<file path="src/include/flash_pkg.sv">
// Constants, codes and carrier types for the flash program/erase controller
package flash_pkg;

  // ==========================================================================
  // Control register field positions
  localparam int CTRL_START_BIT    = 15;
  localparam int CTRL_ALLOW_BIT    = 14;
  localparam int CTRL_FAULT_BIT    = 13;
  localparam int CTRL_IDLE_OFF_BIT = 12;
  localparam int CTRL_OP_MSB       = 3;
  localparam int CTRL_OP_LSB       = 0;

  // ==========================================================================
  // Reset values
  localparam logic [3:0]  OP_RESET   = 4'h0;
  localparam logic [7:0]  HIGH_RESET = 8'h00;
  localparam logic [15:0] LOW_RESET  = 16'h0000;

  // ==========================================================================
  // Operation select codes
  localparam logic [3:0] OP_CHIP_ERASE = 4'he;
  localparam logic [3:0] OP_UNUSED     = 4'h4;
  localparam logic [3:0] OP_PAGE_ERASE = 4'h3;
  localparam logic [3:0] OP_ROW_PROG   = 4'h2;
  localparam logic [3:0] OP_DWORD_PROG = 4'h1;

  // ==========================================================================
  // Unlock key values and register selects
  localparam logic [15:0] KEY_FIRST  = 16'h0055;
  localparam logic [15:0] KEY_SECOND = 16'h00aa;

  localparam logic [1:0] SEL_CTRL      = 2'h0;
  localparam logic [1:0] SEL_DEST_LOW  = 2'h1;
  localparam logic [1:0] SEL_DEST_HIGH = 2'h2;
  localparam logic [1:0] SEL_KEY       = 2'h3;

  // ==========================================================================
  // Array geometry (addresses count two units per instruction)
  localparam int          ROW_WORDS   = 128;
  localparam logic [6:0]  ROW_LAST    = 7'h7f;
  localparam logic [6:0]  DWORD_LAST  = 7'h01;
  localparam logic [23:0] PAGE_MASK   = 24'hfff800;
  localparam logic [23:0] ROW_MASK    = 24'hffff00;
  localparam logic [23:0] WORD_STEP   = 24'h000002;

  // ==========================================================================
  // Timing
  localparam int CLK_MHZ           = 200;
  localparam int PAGE_ERASE_US     = 20;
  localparam int CHIP_ERASE_US     = 40;
  localparam int WORD_PROG_NS      = 50;
  localparam int PAGE_ERASE_CYCLES = PAGE_ERASE_US * CLK_MHZ;
  localparam int CHIP_ERASE_CYCLES = CHIP_ERASE_US * CLK_MHZ;
  localparam int WORD_PROG_CYCLES  = (WORD_PROG_NS * CLK_MHZ + 999) / 1000;

  // ==========================================================================
  // Carriers
  typedef struct packed {
    logic        en;
    logic [1:0]  sel;
    logic [15:0] data;
  } reg_wr_s;

  typedef struct packed {
    logic        en;
    logic [6:0]  index;
    logic [23:0] data;
  } latch_wr_s;

  typedef struct packed {
    logic        erase_page;
    logic        erase_chip;
    logic        prog_word;
    logic [23:0] addr;
    logic [23:0] data;
  } flash_cmd_s;

endpackage

</file>
<file path="src/design/flash_program_erase_controller.sv">
// Flash program/erase sequencer with unlock, control register and latches
// Behaviour
// Software writes 55h then AAh to key.
// No start without unlock directly before.
// Destination from high byte plus low word.
// Chip erase ignores destination address.
// Core stalled until operation finishes.
// Start bit launches, hardware clears it.
// Enable bit zero inhibits program and erase.
// Fault flag set on bad attempt, termination.
// Idle select: power off or standby.
// Bits 11-4 read zero, reserved written zero.
// Code 1110 chip erase, 0100 unused.
// Codes page erase, row, double word.
// Unimplemented codes perform no operation.
// Control bits reset only at power-on.
// Page erase clears 1024-instruction aligned block.
// Row program writes 128 latch words.
// Software erase set-up order.
// Software inserts two nops, then waits.
// Software writes 0x4003 or 0x4002.
// Software loads latches through page 0xfa.
// Software blocks interrupts around unlock.
// Table writes land in holding latches.
// Latches power up unknown.
// Key tracker arms only on adjacent pair.
// Bad start sets fault, starts nothing.
module flash_program_erase_controller #(
  parameter int unsigned PAGE_ERASE_CYCLES = flash_pkg::PAGE_ERASE_CYCLES,
  parameter int unsigned CHIP_ERASE_CYCLES = flash_pkg::CHIP_ERASE_CYCLES,
  parameter int unsigned WORD_PROG_CYCLES  = flash_pkg::WORD_PROG_CYCLES
) (
  input  wire logic                  core_clk,
  input  wire logic                  rst_b,
  input  wire logic                  sys_rst_b,
  input  wire logic                  idle_req,
  input  wire flash_pkg::reg_wr_s    reg_wr,
  input  wire flash_pkg::latch_wr_s  latch_wr,
  output logic [15:0]                ctrl_rdata,
  output logic [23:0]                dest_rdata,
  output logic                       cpu_stall,
  output logic                       mem_power_off,
  output logic                       mem_standby,
  output flash_pkg::flash_cmd_s      flash_cmd
);
  import flash_pkg::*;

  typedef enum logic [2:0] {
    KEY_IDLE  = 3'b001,
    KEY_HALF  = 3'b010,
    KEY_ARMED = 3'b100
  } key_e;

  typedef enum logic [4:0] {
    SEQ_IDLE   = 5'b00001,
    SEQ_ERASE  = 5'b00010,
    SEQ_PROG   = 5'b00100,
    SEQ_WAIT   = 5'b01000,
    SEQ_FINISH = 5'b10000
  } seq_e;

  logic        rst_meta_r;
  logic        rst_sync_r;
  logic        start_r;
  logic        allow_r;
  logic        fault_r;
  logic        idle_off_r;
  logic [3:0]  op_r;
  logic [7:0]  dest_high_r;
  logic [15:0] dest_low_r;
  key_e        key_r;
  seq_e        seq_r;
  logic [15:0] timer_r;
  logic [6:0]  idx_r;
  logic [6:0]  last_idx_r;
  logic [23:0] cur_addr_r;
  logic [23:0] latch_mem [ROW_WORDS];
  logic        ctrl_wr;
  logic        key_wr;
  logic        start_try;
  logic        start_go;
  logic        start_fault;
  logic        seq_abort;
  logic [3:0]  wr_op;
  logic [23:0] dest_addr;
  // ==========================================================================
  // Reset release
  // Power-on reset is released through two flops to avoid a ragged release
  always_ff @(posedge core_clk or negedge rst_b) begin
    if (!rst_b) begin
      rst_meta_r <= 1'b0;
      rst_sync_r <= 1'b0;
    end else begin
      rst_meta_r <= 1'b1;
      rst_sync_r <= rst_meta_r;
    end
  end

  // ==========================================================================
  // Decode
  function automatic logic op_valid(input logic [3:0] op);
    // unknown codes refused
    op_valid = (op == OP_CHIP_ERASE) || (op == OP_PAGE_ERASE) ||
               (op == OP_ROW_PROG) || (op == OP_DWORD_PROG);
  endfunction

  // Control writes are dropped while busy; the core is stalled anyway
  assign ctrl_wr   = reg_wr.en && (reg_wr.sel == SEL_CTRL) && (seq_r == SEQ_IDLE);
  assign key_wr    = reg_wr.en && (reg_wr.sel == SEL_KEY);
  assign wr_op     = reg_wr.data[CTRL_OP_MSB:CTRL_OP_LSB];
  assign start_try = ctrl_wr && reg_wr.data[CTRL_START_BIT];
  // start needs armed key
  // enable bit gates start
  assign start_go  = start_try && (key_r == KEY_ARMED) &&
                     reg_wr.data[CTRL_ALLOW_BIT] && op_valid(wr_op);
  // refused start flags fault
  assign start_fault = start_try && !start_go;
  // other reset mid-operation terminates
  assign seq_abort = !sys_rst_b && (seq_r != SEQ_IDLE);
  // high byte over low word
  assign dest_addr = {dest_high_r, dest_low_r};

  // ==========================================================================
  // Unlock tracker
  // adjacent key pair arms
  always_ff @(posedge core_clk or negedge rst_sync_r) begin
    if (!rst_sync_r) begin
      key_r <= KEY_IDLE;
    end else if (!sys_rst_b) begin
      key_r <= KEY_IDLE;
    end else if (reg_wr.en) begin
      case (key_r)
        KEY_IDLE:  key_r <= (key_wr && reg_wr.data == KEY_FIRST) ? KEY_HALF : KEY_IDLE;
        KEY_HALF:  key_r <= (key_wr && reg_wr.data == KEY_SECOND) ? KEY_ARMED : KEY_IDLE;
        // Armed state is spent by whatever register write comes next
        KEY_ARMED: key_r <= KEY_IDLE;
        default:   key_r <= KEY_IDLE;
      endcase
    end
  end

  // ==========================================================================
  // Control register
  // power-on reset only
  always_ff @(posedge core_clk or negedge rst_sync_r) begin
    if (!rst_sync_r) begin
      start_r    <= 1'b0;
      allow_r    <= 1'b0;
      fault_r    <= 1'b0;
      idle_off_r <= 1'b0;
      op_r       <= OP_RESET;
    end else begin
      if (ctrl_wr) begin
        allow_r    <= reg_wr.data[CTRL_ALLOW_BIT];
        idle_off_r <= reg_wr.data[CTRL_IDLE_OFF_BIT];
        op_r       <= wr_op;
      end
      // start set, hardware clear
      if (start_go) begin
        start_r <= 1'b1;
        fault_r <= 1'b0;
      end else if (start_fault || seq_abort) begin
        fault_r <= 1'b1;
      end
      if (seq_r == SEQ_FINISH || seq_abort) start_r <= 1'b0;
    end
  end

  // unused bits read zero
  assign ctrl_rdata = {start_r, allow_r, fault_r, idle_off_r, 8'h00, op_r};
  assign dest_rdata = dest_addr;

  // ==========================================================================
  // Destination registers, cleared by any reset
  always_ff @(posedge core_clk or negedge rst_sync_r) begin
    if (!rst_sync_r) begin
      dest_high_r <= HIGH_RESET;
      dest_low_r  <= LOW_RESET;
    end else if (!sys_rst_b) begin
      dest_high_r <= HIGH_RESET;
      dest_low_r  <= LOW_RESET;
    end else if (reg_wr.en && seq_r == SEQ_IDLE) begin
      if (reg_wr.sel == SEL_DEST_LOW) dest_low_r <= reg_wr.data;
      if (reg_wr.sel == SEL_DEST_HIGH) dest_high_r <= reg_wr.data[7:0];
    end
  end

  // ==========================================================================
  // Holding latches
  // table writes land here
  // no reset, contents unknown
  always_ff @(posedge core_clk) begin
    if (latch_wr.en) latch_mem[latch_wr.index] <= latch_wr.data;
  end

  // ==========================================================================
  // Sequencer
  always_ff @(posedge core_clk or negedge rst_sync_r) begin
    if (!rst_sync_r) begin
      seq_r      <= SEQ_IDLE;
      timer_r    <= 16'h0000;
      idx_r      <= 7'h00;
      last_idx_r <= 7'h00;
      cur_addr_r <= 24'h000000;
      cpu_stall  <= 1'b0;
      flash_cmd  <= '0;
    end else begin
      flash_cmd.erase_page <= 1'b0;
      flash_cmd.erase_chip <= 1'b0;
      flash_cmd.prog_word  <= 1'b0;
      if (seq_abort) begin
        seq_r     <= SEQ_IDLE;
        cpu_stall <= 1'b0;
      end else begin
        case (seq_r)
          SEQ_IDLE: begin
            if (start_go) begin
              // stall from launch on
              cpu_stall <= 1'b1;
              idx_r     <= 7'h00;
              if (wr_op == OP_CHIP_ERASE) begin
                // fixed area, address unused
                // user array only
                cur_addr_r <= 24'h000000;
                seq_r      <= SEQ_ERASE;
              end else if (wr_op == OP_PAGE_ERASE) begin
                // aligned 8-row block
                cur_addr_r <= dest_addr & PAGE_MASK;
                seq_r      <= SEQ_ERASE;
              end else if (wr_op == OP_ROW_PROG) begin
                // whole row from latches
                cur_addr_r <= dest_addr & ROW_MASK;
                last_idx_r <= ROW_LAST;
                seq_r      <= SEQ_PROG;
              end else begin
                // double word at destination
                cur_addr_r <= dest_addr;
                last_idx_r <= DWORD_LAST;
                seq_r      <= SEQ_PROG;
              end
            end
          end
          SEQ_ERASE: begin
            flash_cmd.addr <= cur_addr_r;
            flash_cmd.data <= 24'h000000;
            if (op_r == OP_CHIP_ERASE) begin
              flash_cmd.erase_chip <= 1'b1;
              timer_r              <= 16'(CHIP_ERASE_CYCLES - 1);
            end else begin
              flash_cmd.erase_page <= 1'b1;
              timer_r              <= 16'(PAGE_ERASE_CYCLES - 1);
            end
            idx_r <= last_idx_r;
            seq_r <= SEQ_WAIT;
          end
          SEQ_PROG: begin
            flash_cmd.prog_word <= 1'b1;
            flash_cmd.addr      <= cur_addr_r;
            flash_cmd.data      <= latch_mem[idx_r];
            timer_r             <= 16'(WORD_PROG_CYCLES - 1);
            seq_r               <= SEQ_WAIT;
          end
          // Self-timed wait, then next word or finish
          SEQ_WAIT: begin
            if (timer_r != 16'h0000) begin
              timer_r <= timer_r - 16'h0001;
            end else if (idx_r != last_idx_r) begin
              idx_r      <= idx_r + 7'h01;
              cur_addr_r <= cur_addr_r + WORD_STEP;
              seq_r      <= SEQ_PROG;
            end else begin
              seq_r <= SEQ_FINISH;
            end
          end
          SEQ_FINISH: begin
            cpu_stall <= 1'b0;
            seq_r     <= SEQ_IDLE;
          end
          default: seq_r <= SEQ_IDLE;
        endcase
      end
    end
  end

  // ==========================================================================
  // Idle power
  // power off or standby
  always_ff @(posedge core_clk or negedge rst_sync_r) begin
    if (!rst_sync_r) begin
      mem_power_off <= 1'b0;
      mem_standby   <= 1'b0;
    end else begin
      mem_power_off <= idle_req && idle_off_r;
      mem_standby   <= idle_req && !idle_off_r;
    end
  end

endmodule

</file>
<file path="config.mk">
export PLATFORM = sky130hd
export DESIGN_NAME = flash_program_erase_controller
export DESIGN_NICKNAME = d
export VERILOG_FILES = /design/src/include/flash_pkg.sv /design/src/design/flash_program_erase_controller.sv
export SDC_FILE = /design/constraint.sdc
export NUM_CORES = 2
export LEC_CHECK = 0
export ABC_AREA = 1
export BUFFER_PORTS_ARGS = -buffer_cell sky130_fd_sc_hd__clkbuf_2
export CORE_AREA = 2 2 588 590
export DETAILED_ROUTE_END_ITERATION = 12
export DIE_AREA = 0 0 590 592
export PLACE_DENSITY = 0.65
export SETUP_SLACK_MARGIN = 0.5
export SKIP_CTS_REPAIR_TIMING = 1
export SLEW_MARGIN = 30
export SYNTH_ARGS = -nofsm -noshare
export SYNTH_HDL_FRONTEND = slang
export SYNTH_SLANG_ARGS = --single-unit
export TNS_END_PERCENT = 30
</file>
<file path="constraint.sdc">
create_clock -name core_clk -period 6.95 [get_ports core_clk]
set_clock_uncertainty 0.15 [all_clocks]
set_input_delay 1.7375 -clock core_clk [delete_from_list [all_inputs] [get_ports core_clk]]
set_output_delay 1.7375 -clock core_clk [all_outputs]
set_load 0.01 [all_outputs]
</file>
==> summary.md <==
| Metric | Value |
|---|---|
| Die Width | 590 um |
| Met3 WL post-DR | 38.3 mm |
| Vias | about 93k |
| EDFF count, synth | approximately 3.1k |
| Critical path class | register to register |
| Final Instance Count excl. Fillers | 18.1k |
| Clk network pwr share | 42.3% |
| CP Data Required Time | 7.61 ns |
| Avg Synthesized Cell Area | 10.4 sq um |
| Core region area | between 300000 and 400000 sq um |
| Clk buf depth | 4 |
| Startpoint type of the worst setup path | register |
| Post-DP HPWL | 220 mm |
| Starting Density | between 30% and 40% |
| Largest net degree at the start of global routing | 235 |
| Period utilization | 64.1% |
| CTS tree | yes |
| Ys async rst share | 4.51% |
| WL/cell | about 22 um |
| Iter 0 DRT Violations | 11.5k |
| GRT Util Overall | ~22% |
| P&R area growth vs syn | 12.4% |
| Initial antenna violation count | 24 |
| Status | complete, no violations |
| Die Height | 592 um |
| Reg power frac | 52.2% |
| Post-Place Cells | around 17k |
| First-pass GRT wire length | 576 mm |
| Cell leakage power | 0.0617 uW |
| Crit Reg-Reg Startpoint | idx_r[0] |
| Post-Syn Instances | 13.1k |
| Power Internal | 32200 uW |
| Reg2Reg Depth | 13 |
| Sw Share | 23.1% |
| Yosys warning count | 0 |
| Final max-slew violation count | 0 |
| Slew Limit Headroom | around 18% |
| CTS clk-pin slew, worst paths | 0.06 ns |
| Post-layout util | between 40% and 50% |
| Critical path endpoint category | register |
| Register-to-register setup slack | 2.50 ns |
| Row cnt | between 200 and 250 |
| RSZ-0062 raised after global routing | false |
| FF+latch count, synth | 3217 |
| Clk sinks | 3217 |
| Worst-path maximum fanout | between 80 and 90 |
| Number of CTS-inserted buffers | 339 |
| Vias in the first global route | about 86k |
| Synth area leaders | edfxtp_1 (67%), nand2_1 (13%), inv_1 (3.9%) |
| Final WL | around 390 mm |
| Most frequent cells in the layout | nand2_1 (4545), edfxtp_1 (3072), inv_1 (1402) |
| Top sig layer | met5 |
| Fmax | 225 MHz |
| Yosys top cell by area | edfxtp_1 |
| Post-synthesis sequential area ratio | 70.1% |
| Post-DR vias/cell | 5.15 |
| Worst Hold Class | register to async pin |
| Residual DRC | 0 |
| Top cell type's share of synthesized area | around two thirds |
| Combinational power share | 5.4% |
| Fin nets | 13.3k |
| Switching power | 9710 uW |
| R2r endpoint | flash_cmd[21] |
| Post-DRT Antenna Nets | 0 |
| Met1 WL | 157 mm |
| Most common cell after layout, fill and taps aside | nand2_1 |
| Post-synthesis instance area | 137000 sq um |
| TritonRoute pass-1 iters | 6 |
| Metal2 WL | 182 mm |
| # setup viols final | 0 |
| Max-Cap Viols | 0 |
| Setup TNS | 0 ns |
| # port buffers | 140 |
| Power per Cell Area | 273 nW/um^2 |
| Ports | 149 |
| Placer's final routability congestion estimate | just over 0.9 |
| Least-Margin Pin Slew | around 1.2 ns |
| Worst VDD drop | 0.218 mV |
| Crit path DAT | 5.12 ns |
| Max H-tree Level | 5 |
| Root buffer cell | clkbuf_16 |
| Layout cells sized above 1 | about 8% |
| Synth cell types | 44 |
| Final min period | around 4.5 ns |
| Clk Latency, worst-skew pair | 0.95 ns |
| Final Hold Viols | 0 |
| Ys flop type | edfxtp_1 |
| Total global routing overflow | 0 |
| Area of the die | roughly 350000 sq um |
==> per-layer routing <==
| metal | track usage [%] | vias up |
|---|---|---|
| li1 | - | 43000 |
| met1 | 29.7 | 44900 |
| met2 | 35.3 | 4368 |
| met3 | 4.16 | 729 |
| met4 | 9.18 | 8 |
| met5 | 0 | - |
==> worst max path at each step <==
stage,start,to,slack (ns),cells past startpoint
after floorplan,rst_sync_r,allow_r,2.46,0
after global routing,idx_r[0],flash_cmd[21],2.41,13
after detailed placement,latch_wr[24],latch_mem[33][13],2.53,6
after global placement,latch_wr[27],latch_mem[46][2],2.42,5
final,idx_r[0],flash_cmd[21],2.50,13
after CTS,idx_r[0],flash_cmd[21],2.72,13
==> cells in the mapped netlist, types with 5 or more instances <==
cell type  count
dfrtp_1      143
a31oi_1        7
buf_2        177
edfxtp_1    3072
nand2_1     4556
nand3_1      756
buf_6         51
a22oi_1        8
nor3_1        25
nor4_1         6
buf_4        107
a21oi_1       17
clkbuf_1     279
o21ai_0      636
o22ai_1       68
xor2_1         9
o21ai_1      279
nor2_1      1397
inv_1       1404
buf_1         51
nand4_1       19
inv_2          5
==> stage by stage <==
step / hold WS, ns / power [uW] / setup slack, ns / cell area (sq um)
2_1_floorplan: 0.181 / 23400 / 2.46 / 137000
3_3_place_gp: 0.0201 / 24500 / 2.42 / 143000
3_5_place_dp: 0.0200 / 24600 / 2.53 / 143000
4_1_cts: 0.0230 / 42100 / 2.72 / 153000
5_1_grt: 0.0164 / 43200 / 2.41 / 154000
6_report: 0.0125 / 42000 / 2.50 / 154000
==> final cells by class <==
| cell class | instances | area [sq um] |
|---|---|---|
| multi-input combinational | 7824 | 32400 |
| tap | 4557 | 5700 |
| antenna | 17 | 42.5 |
| clock buffer | 428 | 8960 |
| sequential | 3217 | 95900 |
| inverter | 1414 | 5360 |
| clock inverter | 197 | 1880 |
| fill | 30900 | 189000 |
| timing repair buffer | 409 | 3330 |
==> cell families after synthesis <==
kind of cell / Yosys count / synth area share [%]
and+or+nand+nor: 6774 / 19.4
DFF: 3217 / 70.1
buffers and inverters: 2080 / 6.46
AOI/OAI and AO/OA: 1026 / 3.87
xor gates and xnor gates: 11 / 0.0705
adders and majority gates: 4 / 0.0366
other: 2 / 0.00549
==> power by group through the flow <==
stage          clock network (uW)  logic [uW]  registers [uW]
5_1_grt                     18700        2530           21900
3_5_place_dp                    0        2270           22300
6_report                    17800        2280           21900
2_1_floorplan                   0        1220           22200
3_3_place_gp                    0        2250           22300
4_1_cts                     18000        2280           21900
==> sequential cells by signal, summed over array words and instances (netlist names), 2 cells and up <==
name         count
op_r             4
seq_r            5
dest_low_r      16
flash_cmd       51
last_idx_r       2
cur_addr_r      24
latch_mem     3072
timer_r         16
key_r            3
dest_high_r      8
idx_r            7
==> critical path, cell delays in order (launching register included) <==
cell	delay, ns
dfrtp_4	0.67
buf_4	0.70
buf_4	0.80
nand2_1	0.12
nand2_1	0.09
o21ai_1	0.06
nand2_1	0.07
nand2_1	0.08
nor2_1	0.21
nor2_1	0.14
nor2_1	0.42
nand3_1	0.43
nand3_1	0.17
nand2_1	0.08
Power figures use the tool's default switching activity.
